## src/rtl/tpmc_cfg.svh

```systemverilog
`ifndef TPMC_CFG_SVH
`define TPMC_CFG_SVH
// --------------------------------------------------------------
// timing
// --------------------------------------------------------------
`define TPMC_CLK_NS      10
`define TPMC_SEC_NS      1000000000
`define TPMC_SEC_W       27
`define TPMC_CNT_W       5
`define TPMC_IDENT_S     5'h12
`define TPMC_VFR_HOLD_S  5'h03
`define TPMC_SHOW_S      5'h05
`define TPMC_SHOW_MIN    5'h01
`define TPMC_SHOW_MAX    5'h04
`define TPMC_EDIT_MIN    5'h05
`define TPMC_EDIT_MAX    5'h13
// --------------------------------------------------------------
// reset values and codes
// --------------------------------------------------------------
`define TPMC_VFR_DEFAULT 12'hE00
`define TPMC_FID_BLANK   64'h2020202020202020
`define TPMC_AA_NONE     24'h000000
// --------------------------------------------------------------
// register byte offsets and fields
// --------------------------------------------------------------
`define TPMC_REG_CTRL    8'h00
`define TPMC_REG_AA      8'h04
`define TPMC_REG_CAT     8'h08
`define TPMC_REG_FIDL    8'h0C
`define TPMC_REG_FIDH    8'h10
`define TPMC_REG_SQWK    8'h14
`define TPMC_REG_STAT    8'h18
`define TPMC_REG_VFRC    8'h1C
`define TPMC_CTRL_GND    0
`endif

```

## src/rtl/tpmc_pkg.sv

```systemverilog
package tpmc_pkg;
	// operating modes, one-hot
	typedef enum logic [4:0] {
		TPMC_STANDBY    = 5'h01,
		TPMC_FULL_REPLY = 5'h02,
		TPMC_NO_ALT     = 5'h04,
		TPMC_LEGACY_TWO = 5'h08,
		TPMC_IDENT_ONLY = 5'h10
	} tpmc_mode_t;
	// display screens, one-hot
	typedef enum logic [2:0] {
		TPMC_SCR_NORMAL = 3'h1,
		TPMC_SCR_SHOW   = 3'h2,
		TPMC_SCR_EDIT   = 3'h4
	} tpmc_screen_t;
endpackage : tpmc_pkg

```

## src/rtl/tpmc_sec_timer.sv

```systemverilog
`timescale 1ns/1ns
`default_nettype none
`include "tpmc_cfg.svh"
// seconds counter: counts whole seconds while run is high, saturates
module tpmc_sec_timer #(
	parameter int unsigned SEC_CYC = `TPMC_SEC_NS / `TPMC_CLK_NS
) (
	// clock and reset
	input  wire logic                  clock,
	input  wire logic                  rst_n,
	// control
	input  wire logic                  clear,
	input  wire logic                  run,
	// count of elapsed seconds
	output var  logic [`TPMC_CNT_W-1:0] secs_q
);
	localparam logic [`TPMC_SEC_W-1:0] LAST = `TPMC_SEC_W'(SEC_CYC - 1);
	localparam logic [`TPMC_CNT_W-1:0] TOP  = '1;

	logic [`TPMC_SEC_W-1:0] cyc_q;
	wire                    wrap = (cyc_q == LAST);

	// clear wins over run so a restart always begins at zero
	always_ff @(posedge clock or negedge rst_n) begin
		if (!rst_n) begin
			cyc_q  <= '0;
			secs_q <= '0;
		end else if (clear) begin
			cyc_q  <= '0;
			secs_q <= '0;
		end else if (run) begin
			cyc_q <= wrap ? '0 : cyc_q + 1'b1;
			if (wrap && secs_q != TOP)
				secs_q <= secs_q + 1'b1; // saturate, never wrap back
		end
	end
endmodule : tpmc_sec_timer
`default_nettype wire

```

## src/rtl/tpmc_top.sv

```systemverilog
// The implementer's own choices: the address-and-strobe port and the placing of the registers.
`timescale 1ns/1ns
`default_nettype none
`include "tpmc_cfg.svh"
// Function
// RULE1: standby answers only addressed S, squitter on
// RULE2: mode button steps through selectable modes
// RULE3: full reply mode answers A, C, S
// RULE4: no-altitude mode drops altitude, keeps rest
// RULE5: zero address means no Mode S modes
// RULE6: legacy two-mode answers A and C
// RULE7: identity-only mode answers A only
// RULE8: swap exchanges active and standby codes
// RULE9: visual-flight code defaults to 7000
// RULE10: short visual press activates visual code
// RULE11: three second hold stores active code
// RULE12: mark press adds pulse for 18 s
// RULE13: standby release at 1..4 shows identifier
// RULE14: standby release at 5..19 opens editor
// RULE15: identifier screen closes after 5 s
// RULE16: screen layout address, category, identifier
// RULE17: mode press in editor saves, returns standby
// RULE18: enabled ground contact forces standby
// RULE19: external switch grounds input on ground
// RULE20: ground input ignored unless enabled
// RULE21: each party quenches other while transmitting
// RULE22: external quench withholds own transmissions
// RULE23: power-on starts in standby
// RULE24: hold counter counts seconds, cleared on release
module tpmc_top import tpmc_pkg::*; #(
	parameter int unsigned SEC_CYC = `TPMC_SEC_NS / `TPMC_CLK_NS
) (
	// clock and reset
	input  wire logic         clock,
	input  wire logic         rst_n,
	// register port
	input  wire logic [7:0]   addr,
	input  wire logic [31:0]  wdata,
	input  wire logic         wr,
	input  wire logic         rd,
	output var  logic [31:0]  rdata_q,
	// front panel, levels
	input  wire logic         mode_btn,
	input  wire logic         swap_btn,
	input  wire logic         vfr_btn,
	input  wire logic         mark_request_button,
	input  wire logic         cursor_btn,
	input  wire logic         knob_up,
	input  wire logic         knob_dn,
	input  wire logic         ground_contact_input_n,
	// display
	output var  tpmc_mode_t   mode_q,
	output var  tpmc_screen_t screen_q,
	output var  logic [11:0]  active_q,
	output var  logic [11:0]  standby_q,
	output var  logic         vfr_ind_q,
	output var  logic         store_ind_q,
	output var  logic         ident_indicator_q,
	output var  logic [4:0]   hold_count_q,
	output var  logic [127:0] id_line_q,
	// interrogations, one-cycle pulses
	input  wire logic         intg_a,
	input  wire logic         intg_c,
	input  wire logic         intg_s,
	input  wire logic         intg_s_own,
	// reply permissions
	output var  logic         reply_a_q,
	output var  logic         reply_c_q,
	output var  logic         reply_s_q,
	output var  logic         reply_alt_q,
	output var  logic         reply_spi_q,
	output var  logic         squitter_en_q,
	// mutual quench line
	input  wire logic         own_tx_busy,
	input  wire logic         mutual_quench_line_i,
	output var  logic         mutual_quench_line_o_q,
	output var  logic         mutual_quench_line_oe_q
);
	// ----------------------------------------------------------
	// helpers
	// ----------------------------------------------------------
	function automatic logic [7:0] hex_asc(input logic [3:0] n);
		hex_asc = (n < 4'hA) ? {4'h3, n} : {4'h4, n - 4'h9};
	endfunction : hex_asc

	function automatic tpmc_mode_t mode_next(input tpmc_mode_t m, input logic s);
		unique case (m)
			TPMC_STANDBY:    mode_next = s ? TPMC_FULL_REPLY : TPMC_LEGACY_TWO;
			TPMC_FULL_REPLY: mode_next = TPMC_NO_ALT;
			TPMC_LEGACY_TWO: mode_next = TPMC_IDENT_ONLY;
			default:         mode_next = TPMC_STANDBY;
		endcase
	endfunction : mode_next

	// ----------------------------------------------------------
	// registers and edges
	// ----------------------------------------------------------
	logic        gnd_en_q;
	logic [23:0] aa_q;
	logic [7:0]  cat_q;
	logic [63:0] fid_q, fid_work_q;
	logic [11:0] vfr_code_q;
	logic [2:0]  fid_cur_q;
	logic [1:0]  sq_cur_q;
	logic [4:0]  btn_prev_q;
	logic        stored_q;
	logic [4:0]  ident_secs, vfr_secs, show_secs;

	wire mode_pe  = mode_btn & ~btn_prev_q[0];
	wire swap_pe  = swap_btn & ~btn_prev_q[1];
	wire vfr_fe   = ~vfr_btn & btn_prev_q[2];
	wire mark_pe  = mark_request_button & ~btn_prev_q[3];
	wire mark_fe  = ~mark_request_button & btn_prev_q[3];
	wire cur_pe   = cursor_btn & ~btn_prev_q[4];
	wire has_s    = (aa_q != `TPMC_AA_NONE);                 // see RULE5
	wire gnd_frc  = gnd_en_q & ~ground_contact_input_n;      // see RULE18 see RULE20
	wire is_standby_state  = (mode_q == TPMC_STANDBY);
	wire normal   = (screen_q == TPMC_SCR_NORMAL);
	wire editing  = (screen_q == TPMC_SCR_EDIT);
	wire ext_q    = mutual_quench_line_i & ~mutual_quench_line_oe_q;
	wire vfr_hold = vfr_btn & ~stored_q & (vfr_secs == `TPMC_VFR_HOLD_S);
	wire ident_go = mark_pe & ~is_standby_state;
	wire rel_show = mark_fe & is_standby_state & normal & (hold_count_q >= `TPMC_SHOW_MIN)
	                & (hold_count_q <= `TPMC_SHOW_MAX);
	wire rel_edit = mark_fe & is_standby_state & normal & (hold_count_q >= `TPMC_EDIT_MIN)
	                & (hold_count_q <= `TPMC_EDIT_MAX);
	wire [1:0] knob = {knob_up, knob_dn};

	// button history for edge detection
	always_ff @(posedge clock or negedge rst_n) begin
		if (!rst_n)
			btn_prev_q <= '0;
		else
			btn_prev_q <= {cursor_btn, mark_request_button, vfr_btn, swap_btn, mode_btn};
	end

	// ----------------------------------------------------------
	// second timers
	// ----------------------------------------------------------
	tpmc_sec_timer #(.SEC_CYC(SEC_CYC)) u_ident (
		.clock  (clock),
		.rst_n  (rst_n),
		.clear  (ident_go | ~ident_indicator_q),
		.run    (ident_indicator_q),
		.secs_q (ident_secs)
	);
	tpmc_sec_timer #(.SEC_CYC(SEC_CYC)) u_hold (            // see RULE24
		.clock  (clock),
		.rst_n  (rst_n),
		.clear  (~mark_request_button),
		.run    (mark_request_button),
		.secs_q (hold_count_q)
	);
	tpmc_sec_timer #(.SEC_CYC(SEC_CYC)) u_vfr (
		.clock  (clock),
		.rst_n  (rst_n),
		.clear  (~vfr_btn),
		.run    (vfr_btn),
		.secs_q (vfr_secs)
	);
	tpmc_sec_timer #(.SEC_CYC(SEC_CYC)) u_show (
		.clock  (clock),
		.rst_n  (rst_n),
		.clear  (~(screen_q == TPMC_SCR_SHOW)),
		.run    (screen_q == TPMC_SCR_SHOW),
		.secs_q (show_secs)
	);

	// ----------------------------------------------------------
	// mode and screen
	// ----------------------------------------------------------
	// ground contact overrides the panel; it cannot be stepped away from
	always_ff @(posedge clock or negedge rst_n) begin
		if (!rst_n)
			mode_q <= TPMC_STANDBY;                          // see RULE23
		else if (gnd_frc)
			mode_q <= TPMC_STANDBY;                          // see RULE18
		else if (editing && mode_pe)
			mode_q <= TPMC_STANDBY;                          // see RULE17
		else if (normal && mode_pe)
			mode_q <= mode_next(mode_q, has_s);              // see RULE2 see RULE5
		else if (!has_s && (mode_q == TPMC_FULL_REPLY || mode_q == TPMC_NO_ALT))
			mode_q <= TPMC_STANDBY;                          // address wiped by software
	end

	always_ff @(posedge clock or negedge rst_n) begin
		if (!rst_n)
			screen_q <= TPMC_SCR_NORMAL;
		else if (rel_show)
			screen_q <= TPMC_SCR_SHOW;                       // see RULE13
		else if (rel_edit)
			screen_q <= TPMC_SCR_EDIT;                       // see RULE14
		else if (screen_q == TPMC_SCR_SHOW && show_secs == `TPMC_SHOW_S)
			screen_q <= TPMC_SCR_NORMAL;                     // see RULE15
		else if (editing && mode_pe)
			screen_q <= TPMC_SCR_NORMAL;                     // see RULE17
	end

	// identifier line, character 1 leftmost in the top byte
	always_ff @(posedge clock or negedge rst_n) begin
		if (!rst_n)
			id_line_q <= '0;
		else if (rel_show)
			id_line_q <= {hex_asc(aa_q[23:20]), hex_asc(aa_q[19:16]), hex_asc(aa_q[15:12]),
			              hex_asc(aa_q[11:8]), hex_asc(aa_q[7:4]), hex_asc(aa_q[3:0]),
			              hex_asc(cat_q[7:4]), hex_asc(cat_q[3:0]), fid_q}; // see RULE16
	end

	// ----------------------------------------------------------
	// ident pulse
	// ----------------------------------------------------------
	always_ff @(posedge clock or negedge rst_n) begin
		if (!rst_n)
			ident_indicator_q <= 1'b0;
		else if (ident_go)
			ident_indicator_q <= 1'b1;                       // see RULE12
		else if (ident_secs == `TPMC_IDENT_S)
			ident_indicator_q <= 1'b0;
	end

	// ----------------------------------------------------------
	// squawk codes
	// ----------------------------------------------------------
	// swap takes priority over a visual release in the same cycle
	always_ff @(posedge clock or negedge rst_n) begin
		if (!rst_n) begin
			active_q    <= '0;
			standby_q   <= '0;
			vfr_code_q  <= `TPMC_VFR_DEFAULT;               // see RULE9
			vfr_ind_q   <= 1'b0;
			store_ind_q <= 1'b0;
			stored_q    <= 1'b0;
			sq_cur_q    <= '0;
		end else begin
			if (vfr_hold) begin
				vfr_code_q  <= active_q;                     // see RULE11
				stored_q    <= 1'b1;
				store_ind_q <= 1'b1;
			end
			if (swap_pe) begin
				active_q  <= standby_q;                      // see RULE8
				standby_q <= active_q;
				vfr_ind_q <= 1'b0;
			end else if (vfr_fe) begin
				stored_q    <= 1'b0;
				store_ind_q <= 1'b0;
				if (stored_q) begin
					vfr_ind_q <= 1'b1;                       // see RULE11
				end else if (vfr_ind_q) begin
					vfr_ind_q <= 1'b0;                       // see RULE10
				end else begin
					active_q  <= vfr_code_q;                 // see RULE10
					standby_q <= active_q;
					vfr_ind_q <= 1'b1;
				end
			end else if (normal && (knob != 2'b00 || cur_pe)) begin
				vfr_ind_q <= 1'b0;                           // standby code shown again
				if (cur_pe)
					sq_cur_q <= sq_cur_q + 1'b1;
				else if (knob_up)
					standby_q[sq_cur_q*3 +: 3] <= standby_q[sq_cur_q*3 +: 3] + 3'h1;
				else
					standby_q[sq_cur_q*3 +: 3] <= standby_q[sq_cur_q*3 +: 3] - 3'h1;
			end
		end
	end

	// ----------------------------------------------------------
	// flight identifier editor
	// ----------------------------------------------------------
	always_ff @(posedge clock or negedge rst_n) begin
		if (!rst_n) begin
			fid_work_q <= `TPMC_FID_BLANK;
			fid_cur_q  <= '0;
		end else if (rel_edit) begin
			fid_work_q <= fid_q;                              // see RULE14
			fid_cur_q  <= '0;
		end else if (editing && cur_pe) begin
			fid_cur_q <= fid_cur_q + 1'b1;
		end else if (editing && knob_up) begin
			fid_work_q[(7 - fid_cur_q)*8 +: 8] <= fid_work_q[(7 - fid_cur_q)*8 +: 8] + 8'h01;
		end else if (editing && knob_dn) begin
			fid_work_q[(7 - fid_cur_q)*8 +: 8] <= fid_work_q[(7 - fid_cur_q)*8 +: 8] - 8'h01;
		end
	end

	// ----------------------------------------------------------
	// register port
	// ----------------------------------------------------------
	wire w_ctrl = wr && addr == `TPMC_REG_CTRL;
	wire w_aa   = wr && addr == `TPMC_REG_AA;
	wire w_cat  = wr && addr == `TPMC_REG_CAT;
	wire w_fidl = wr && addr == `TPMC_REG_FIDL;
	wire w_fidh = wr && addr == `TPMC_REG_FIDH;

	// editor save wins over a software write in the same cycle
	always_ff @(posedge clock or negedge rst_n) begin
		if (!rst_n) begin
			gnd_en_q <= 1'b0;
			aa_q     <= `TPMC_AA_NONE;
			cat_q    <= '0;
			fid_q    <= `TPMC_FID_BLANK;
		end else begin
			if (w_ctrl)
				gnd_en_q <= wdata[`TPMC_CTRL_GND];            // see RULE20
			if (w_aa)
				aa_q <= wdata[23:0];
			if (w_cat)
				cat_q <= wdata[7:0];
			if (editing && mode_pe)
				fid_q <= fid_work_q;                         // see RULE17
			else if (w_fidl)
				fid_q[31:0] <= wdata;
			else if (w_fidh)
				fid_q[63:32] <= wdata;
		end
	end

	logic [31:0] rd_mux;
	always_comb begin
		unique case (addr)
			`TPMC_REG_CTRL: rd_mux = {31'h0, gnd_en_q};
			`TPMC_REG_AA:   rd_mux = {8'h00, aa_q};
			`TPMC_REG_CAT:  rd_mux = {24'h0, cat_q};
			`TPMC_REG_FIDL: rd_mux = fid_q[31:0];
			`TPMC_REG_FIDH: rd_mux = fid_q[63:32];
			`TPMC_REG_SQWK: rd_mux = {4'h0, standby_q, 4'h0, active_q};
			`TPMC_REG_STAT: rd_mux = {11'h0, hold_count_q, 3'h0, ~ground_contact_input_n,
			                          ident_indicator_q, store_ind_q, vfr_ind_q, has_s,
			                          screen_q, mode_q};
			`TPMC_REG_VFRC: rd_mux = {20'h0, vfr_code_q};
			default:        rd_mux = '0;
		endcase
	end

	always_ff @(posedge clock or negedge rst_n) begin
		if (!rst_n)
			rdata_q <= '0;
		else
			rdata_q <= rd ? rd_mux : '0;
	end

	// ----------------------------------------------------------
	// reply permissions
	// ----------------------------------------------------------
	wire m_full = (mode_q == TPMC_FULL_REPLY);
	wire m_noal = (mode_q == TPMC_NO_ALT);
	wire m_leg  = (mode_q == TPMC_LEGACY_TWO);
	wire m_ida  = (mode_q == TPMC_IDENT_ONLY);
	wire ra_d   = ~ext_q & intg_a & (m_full | m_noal | m_leg | m_ida); // see RULE3 see RULE7
	wire rc_d   = ~ext_q & intg_c & (m_full | m_leg);                  // see RULE6
	wire rs_d   = ~ext_q & has_s & intg_s
	              & (m_full | m_noal | (is_standby_state & intg_s_own));         // see RULE1
	wire any_d  = ra_d | rc_d | rs_d;

	// an external quench blanks every reply and the squitter
	always_ff @(posedge clock or negedge rst_n) begin
		if (!rst_n) begin
			reply_a_q     <= 1'b0;
			reply_c_q     <= 1'b0;
			reply_s_q     <= 1'b0;
			reply_alt_q   <= 1'b0;
			reply_spi_q   <= 1'b0;
			squitter_en_q <= 1'b0;
		end else begin
			reply_a_q     <= ra_d;                            // see RULE22
			reply_c_q     <= rc_d;
			reply_s_q     <= rs_d;
			reply_alt_q   <= (rc_d | rs_d) & ~m_noal;         // see RULE4
			reply_spi_q   <= any_d & ident_indicator_q;       // see RULE12
			squitter_en_q <= has_s & ~ext_q;                  // see RULE1
		end
	end

	// drive the shared line for the length of our own pulse train
	always_ff @(posedge clock or negedge rst_n) begin
		if (!rst_n) begin
			mutual_quench_line_o_q  <= 1'b0;
			mutual_quench_line_oe_q <= 1'b0;
		end else begin
			mutual_quench_line_o_q  <= 1'b1;
			mutual_quench_line_oe_q <= own_tx_busy;           // see RULE21
		end
	end

	// ----------------------------------------------------------
	// checks
	// ----------------------------------------------------------
	standby_no_a_a: assert property (@(posedge clock) disable iff (!rst_n) // see RULE1
		(is_standby_state && intg_a) |=> !reply_a_q) else $error("standby answered mode A");
	mode_step_a: assert property (@(posedge clock) disable iff (!rst_n) // see RULE2
		(normal && mode_pe && !gnd_frc && is_standby_state && has_s) |=> mode_q == TPMC_FULL_REPLY)
		else $error("mode did not step to full reply");
	full_reply_a: assert property (@(posedge clock) disable iff (!rst_n) // see RULE3
		(m_full && intg_a && !ext_q) |=> reply_a_q) else $error("full reply missed mode A");
	no_alt_a: assert property (@(posedge clock) disable iff (!rst_n) // see RULE4
		m_noal |=> !reply_alt_q) else $error("altitude sent in no-altitude mode");
	no_addr_a: assert property (@(posedge clock) disable iff (!rst_n) // see RULE5
		!has_s |=> !reply_s_q && !squitter_en_q) else $error("mode S without address");
	swap_codes_a: assert property (@(posedge clock) disable iff (!rst_n) // see RULE8
		swap_pe |=> active_q == $past(standby_q) && standby_q == $past(active_q))
		else $error("swap did not exchange codes");
	ground_force_a: assert property (@(posedge clock) disable iff (!rst_n) // see RULE18
		gnd_frc |=> is_standby_state) else $error("ground contact did not force standby");
	quench_hold_a: assert property (@(posedge clock) disable iff (!rst_n) // see RULE22
		ext_q |=> !(reply_a_q || reply_c_q || reply_s_q)) else $error("reply under quench");
	edit_save_a: assert property (@(posedge clock) disable iff (!rst_n) // see RULE17
		(editing && mode_pe) |=> fid_q == $past(fid_work_q) && normal && is_standby_state)
		else $error("editor save failed");
endmodule : tpmc_top
`default_nettype wire

```

## config.mk

```make
export PLATFORM = sky130hd
export DESIGN_NAME = tpmc_top
export DESIGN_NICKNAME = d
export VERILOG_FILES = /design/src/rtl/tpmc_pkg.sv /design/src/rtl/tpmc_sec_timer.sv /design/src/rtl/tpmc_top.sv
export VERILOG_INCLUDE_DIRS = /design/src /design/src/rtl
export SDC_FILE = /design/constraint.sdc
export NUM_CORES = 1
export LEC_CHECK = 0
export BUFFER_PORTS_ARGS = -buffer_cell sky130_fd_sc_hd__buf_2
export CORE_MARGIN = 2
export CORE_UTILIZATION = 40
export CTS_BUF_LIST = sky130_fd_sc_hd__clkbuf_8
export CTS_CLUSTER_DIAMETER = 200
export DETAILED_ROUTE_END_ITERATION = 10
export GPL_ROUTABILITY_DRIVEN = 0
export PLACE_DENSITY_LB_ADDON = 0.3
export SYNTH_ARGS = -nofsm -noshare
export SYNTH_HDL_FRONTEND = slang
export SYNTH_SLANG_ARGS = --single-unit
```

## constraint.sdc

```tcl
create_clock -name clock -period 5 [get_ports clock]
set_clock_uncertainty 0.15 [all_clocks]
set_input_delay 0 -clock clock [delete_from_list [all_inputs] [get_ports clock]]
set_output_delay 0 -clock clock [all_outputs]
set_load 0.005 [all_outputs]
```

==> qor.yml, run 1 <==
fin_tns_setup_ps: 0
fmax_mhz: 265.5
syn_avg_cell_area_um2: 10.15
fin_ws_ps: 1233
post-route-drc-count: 0
crit_path_start_kind: "primary input"
track_usage_pct: 25.35
via_count: 19958
yosysWarnings: 0
netlist_area_mm2: 0.02376
first_pass_iters: 8
row_count: 89
grt_max_degree: 157
die_w_um: 247.7
clk_latency_ps: 680
rsz0062_at_grt: "no"
ys_seq_area_share_pct: 52.67
p_leak_nw: 14.17
synth_edf_count: 0
path_clk_slew_ps: 60
hp-class: "primary input to flop"
hold_violations: 0
critPathKind: "primary input to flop"
final_layout_size_suffix_gt1_share_pct: 18.66
drtIter0Drc: 2078
yosys.area.top_type_share_pct: 50.35
wire_per_inst_um: 21.96
cts-root-buf: "clkbuf_8"
finalCriticalPeriod_ps: 3767
ys_ff_latch: 499
avgViaCountPerCell: 5.644
placed_cells: 3270
syn_to_final_growth_pct: 19.95
ant_nets: 0
fp.dieH_um: 247.7
r2r_cells: 9
die-area_mm2: 0.06136
ir_worst_vdd_uv: 168.2
synthTopCellsByArea: "dfrtp_1 50%, nand2_1 5.8%, nor2_1 4.5%, a22oi_1 3.2%, mux2_2 2.8%"
min_from: "wdata[16]"
dp_hpwl_um: 54050
htree_levels: 3
grt_pass1_vias: 19708
finalCritPeriodShare_pct: 75.34
clockBufferDepth: 3
finalSetupViolCount: 0
cp.depth: 12
clock-sinks: 499
cp_common_cell: "dlygate4sd3_1"
yosysTopAreaCell: "dfrtp_1"
synth_cells: 2340
slowest_delay_ps: 640
r2r-start: "fid_cur_q[0]$_DFFE_PN0P_"
antenna_found_initial: 6
cts-resized-gates: 0
crit_path_end: "aa_q[22]$_DFFE_PN0P_"
outcome: "finished clean"
cp_cell_sequence: "dlygate4sd3_1 -> buf_2 -> nor3_1 -> dlygate4sd3_1 -> nand2_1 -> dlygate4sd3_1 -> nor3_2 -> buf_4 -> nand2_1 -> buf_4 -> mux2_2 -> dlygate4sd3_1"
max-slew-margin-rel_pct: 22.52
drv_slew: 0
numCtsBuffers: 87
routed_wl_um: 77660
p_per_area_mw_per_mm2: 294.5
stdcell_count: 3536
drv_cap: 0
reg2reg_slack_ps: 1290
worst_pin_slew_ps: 1158
ys.flop_type: "dfrtp_1"
cts_tree: "yes"
crit_fanout: 25
fin_util_pct: 48.37
critPathTopFamily: "buffers and inverters"
end_kind: "flop"
r2r_end: "fid_work_q[44]$_DFFE_PN0P_"
worstSetupStartpoint: "addr[7]"
nNetsFinal: 2796
start_util_pct: 40.33
crit_required_ps: 5410
post-place-ws_ps: 1328
core_mm2: 0.05891
synthArstFlopShare_pct: 100.0
fillers: 5392
cp_slowest_cell: "dlygate4sd3_1"
cp.arrival_ps: 4180
io_pins: 266
cp_num_buf_inv: 7
io_buffers: 257
grt_overflow: 0
grt_pass1_wl_um: 118500
synth_cell_types: 74
## final cells by class
class	instances	area [µm²]	share of cell area, %
Sequential cell	499	12510	43.91
Multi-Input combinational cell	1665	10460	36.70
Timing Repair Buffer	391	2670	9.370
Clock buffer	109	1500	5.265
Tap cell	773	967.2	3.394
Inverter	52	195.2	0.6850
Clock inverter	44	183.9	0.6454
Antenna cell	3	7.507	0.02634
## power by group
| group | switching (mW) | internal, mW | leakage [nW] |
|---|---|---|---|
| sequential | 0.134 | 4.11 | 6.82 |
| combinational | 0.299 | 0.202 | 6.35 |
| clock | 1.70 | 1.95 | 1.00 |
## synth_stat cells, types with 10 or more instances
cell      number
nand3_1       67
o21ai_0       76
mux2_2        59
and2_1        11
a22oi_1      101
a21o_1        15
nor4b_1       10
inv_1         50
a211oi_1      13
and4_1        14
nor2_1       285
a221o_1       17
a21oi_1       87
xnor2_1       62
and3_1        25
dfstp_2       21
or4_1         10
a31oi_1       56
a22o_1        14
clkbuf_1      93
ha_1          42
or3_1         21
xor2_1        63
nand4_1       36
mux2i_1       61
nor3_1        26
nor2b_1       14
nor4_1        16
nand2_1      368
buf_4         17
dfrtp_1      478
## layout by cell type (no fill, tap or decap), drive strengths merged, types with 10 or more instances in the layout
master and count:
nor3 27, inv 90, or4 11, dfrtp 478, o21ai 85, mux2i 64, clkbuf 109, dfstp 21
nor4b 10, buf 282, nand4 36, nor2b 14, xnor2 62, a22o 14, nand2 368, a21o 15
dlygate4sd3 109, and3 25, ha 42, mux4 17, a221o 17, nor2 285, xor2 64, a22oi 101
and4 14, nand3 67, mux2 59, a21oi 87, a31oi 56, a211oi 13, and2 14, nor4 18
or3 22
## tightest hold or removal path, delay by kind of cell
kind	cells	cell delay, ps
simple gates	1	60
compound gates	1	70
buf+inv	2	690
## metal layers
metal  vias up  routed length, µm  global-route usage [%]
met3       192               8197                   7.980
met1      9891              31430                   32.93
met2       950              34930                   39.04
met5         -                 24                       0
li1       8921                  -                       -
met4         4               3075                   10.87
## metrics by stage
| stage | hold slack (ps) | cell area [µm²] | total power, mW |
|---|---|---|---|
| 4_1_cts | 1.870 | 28490 | 8.469 |
| 2_1_floorplan | -445.6 | 23780 | 4.437 |
| 6_report | 46.67 | 28500 | 8.392 |
| 3_3_place_gp | -41.32 | 25690 | 4.719 |
| 3_5_place_dp | -39.77 | 25690 | 4.735 |
| 5_1_grt | 51.91 | 28490 | 8.732 |
## how the worst min path moves through the flow
stage	endpoint	depth (start not counted)	slack, ps
4_1_cts	fid_q[62]$_DFFE_PN0P_	4	2
5_1_grt	fid_q[16]$_DFFE_PN0P_	4	50
3_3_place_gp	mutual_quench_line_oe_q$_DFF_PN0_	1	-40
6_report	fid_q[16]$_DFFE_PN0P_	4	50
3_5_place_dp	mutual_quench_line_oe_q$_DFF_PN0_	1	-40
2_1_floorplan	aa_q[0]$_DFFE_PN0P_	0	-450
## sequential cells by signal, summed over array words and instances, names as in the netlist, 8 cells and up
register	flops
u_vfr.cyc_q	27
fid_q	64
fid_work_q	64
vfr_code_q	12
cat_q	8
u_ident.cyc_q	27
id_line_q	112
rdata_q	32
u_hold.cyc_q	27
aa_q	24
active_q	12
u_show.cyc_q	27
standby_q	12
## cells by family (layout without fill, tap and decap cells)
family,count (synthesis),in the layout,share of synthesized area (%)
simple gates,933,933,17.87
flops,499,499,52.67
compound gates,415,415,11.48
buf+inv,183,596,3.655
mux,140,140,7.352
xor+xnor,126,126,4.724
fa+ha+maj,42,42,2.212
other cells,2,12,0.03161
## what timing repair did
action,in CTS,in global routing
hold buffers,110,0
buffers inserted,0,0
hold endpoints to repair,417,0
Note: power is estimated with default switching activity, not from simulation.
==> run 2, diff against run 1 <==
Clock period 5 ns to 3.72 ns, I/O delays scaled along.
==> run 2 against run 1 <==
Effect of this change: sequential power grew 34%; largest power group unchanged; sequential share of layout area decreased by 0.63 points; register-to-register slack lost 1100 ps; wire length shrank 0.19%; critical endpoint is now fid_q[25]$_DFFE_PN0P_; sequential cell count unchanged; critical path depth grew 1.
==> qor.yml, run 2 (synthesis gave the netlist of run 1 again) <==
layout_commonest_cell: "dfrtp_1"
dp_hpwl_um: 54390  # +0.63%
multi_input_area_mm2: 0.01045  # about the same
die-area_mm2: 0.06136  # unchanged
outcome: "finished clean"
syn_to_final_growth_pct: 21.71
total_power_mw: 11.70  # +39%
rsz0062_at_grt: "no"
fp.dieH_um: 247.7  # unchanged
finalCriticalPeriod_ps: 3499
dpl_cell_area_mm2: 0.02586  # +0.66%
htree_levels: 3  # unchanged
path_clk_slew_ps: 60  # about the same
worst_pin_slew_ps: 1219  # +60.82 ps
drv_cap: 0  # unchanged
grt_overflow: 0  # unchanged
antenna_found_initial: 7  # +1
ir_worst_vdd_uv: 215.3  # +28%
met1_length_um: 31600  # +0.55%
worstSetupStartpoint: "addr[6]"
grt_pass1_vias: 19784  # +0.39%
max-slew-margin-rel_pct: 18.46  # -4.1 points
numCtsBuffers: 89  # +2.3%
grt_max_degree: 131  # -17%
fin_tns_setup_ps: 0  # unchanged
topRoutingLayerUsed: "met5"
largestRegisters: "id_line_q x112, fid_q x64, fid_work_q x64"
finalCritPeriodShare_pct: 94.06
r2r_cells: 9  # unchanged
hp-class: "primary input to flop"
largest_reg_flops: 112  # unchanged
fin_util_pct: 49.08  # +0.71 points
wl_met2_um: 34400  # -1.5%
avgViaCountPerCell: 5.595  # -0.86%
drtIter0Drc: 1918  # -7.7%
cts_setup_buffers: 0  # unchanged
io_buffers: 257  # unchanged
drv_slew: 0  # unchanged
clock-sinks: 499  # unchanged
layout_common_cells: "478 x dfrtp_1, 367 x nand2_1, 284 x nor2_1, 256 x buf_2, 114 x dlygate4sd3_1"
routed_wl_um: 77510  # -0.19%
route.met3.wl_um: 8186  # -0.13%
p_leak_nw: 14.38  # +1.4%
ant_nets: 0  # unchanged
crit_required_ps: 4190  # -1220 ps
finalSetupViolCount: 0  # unchanged
crit_path_start_kind: "primary input"
grt_pass1_wl_um: 119200  # +0.62%
crit_fanout: 30  # +20%
r2r-start: "fid_cur_q[0]$_DFFE_PN0P_"
start_util_pct: 40.33  # unchanged
end_kind: "flop"
reg2reg_slack_ps: 230  # -1060 ps
critPathKind: "primary input to flop"
crit_path_end: "fid_q[25]$_DFFE_PN0P_"
hold_violations: 0  # unchanged
first_pass_iters: 6  # -2
cts-root-buf: "clkbuf_8"
p_per_area_mw_per_mm2: 404.5  # +37%
hold_slack_ps: 49.66  # +2.993 ps
r2r_end: "fid_work_q[36]$_DFFE_PN0P_"
cp.arrival_ps: 3970  # -210 ps
fmax_mhz: 285.8
via_count: 20026  # +0.34%
regMostFlops: "id_line_q"
wire_per_inst_um: 21.66  # -1.4%
die_w_um: 247.7  # unchanged
io_pins: 266  # unchanged
fin_area_mm2: 0.02891  # +1.5%
regArea_mm2: 0.01251  # unchanged
final_layout_size_suffix_gt1_share_pct: 19.91  # +1.3 points
post-route-drc-count: 0  # unchanged
core_mm2: 0.05891  # unchanged
clk_latency_ps: 690  # about the same
row_count: 89  # unchanged
nNetsFinal: 2827  # +1.1%
clockBufferDepth: 3  # unchanged
fillers: 5352  # -0.74%
cts_tree: "yes"
track_usage_pct: 25.41  # +0.057 points
==> run 2: how the worst min path moves through the flow <==
stage	endpoint	slack, ps	start	depth (start not counted)
global placement	mutual_quench_line_oe_q$_DFF_PN0_	-40	own_tx_busy	1
detailed placement	mutual_quench_line_oe_q$_DFF_PN0_	-40	own_tx_busy	1
CTS	fid_q[18]$_DFFE_PN0P_	1	wdata[18]	4
global route	cat_q[0]$_DFFE_PN0P_	20	wdata[0]	3
floorplan	aa_q[0]$_DFFE_PN0P_	-450	rst_n	0
finish	cat_q[0]$_DFFE_PN0P_	50	wdata[0]	3
==> run 2: critical path, stage by stage <==
cell and delay (ps):
dlygate4sd3_1 540, buf_2 130, nor3_2 210, nand2_1 150
dlygate4sd3_1 580, nor3_1 160, buf_4 250, and2_1 220
buf_6 290, nand2_1 100, dlygate4sd3_1 570, a31oi_1 180
dlygate4sd3_1 580
==> run 2: metrics by stage <==
stage                     setup WS [ps]  std cells
after floorplan                   690.1       2347
after global placement            416.0       3294
after detailed placement          302.4       3294
after CTS                         129.5       3575
after global routing              8.352       3578
final                             221.1       3579
==> run 2: area by class of cell <==
type	count	share of cell area (%)
Antenna cell	4	0.03462
Clock buffer	112	5.331
Clock inverter	54	1.138
Inverter	52	0.6751
Multi-Input combinational cell	1665	36.15
Sequential cell	499	43.28
Tap cell	773	3.345
Timing Repair Buffer	420	10.04
==> run 2: routing by layer <==
| layer | global-route usage [%] | vias to the layer above |
|---|---|---|
| li1 | - | 9005 |
| met1 | 33.53 | 9899 |
| met2 | 38.41 | 907 |
| met3 | 8.218 | 209 |
| met4 | 10.80 | 6 |
| met5 | 0 | - |
==> run 2: timing repair <==
| action | CTS | global route |
|---|---|---|
| endpoints found under the hold margin | 634 | 0 |
| hold buffers | 115 | 0 |
| setup endpoints to repair | 0 | 9 |
| resized for setup | 0 | 2 |
==> run 2: report_power, final <==
| group | internal [mW] | switching (mW) | total (mW) |
|---|---|---|---|
| clock network | 2.93 | 2.39 | 5.31 |
| logic | 0.279 | 0.405 | 0.684 |
| registers | 5.52 | 0.176 | 5.70 |
| total | 8.73 | 2.97 | 11.7 |
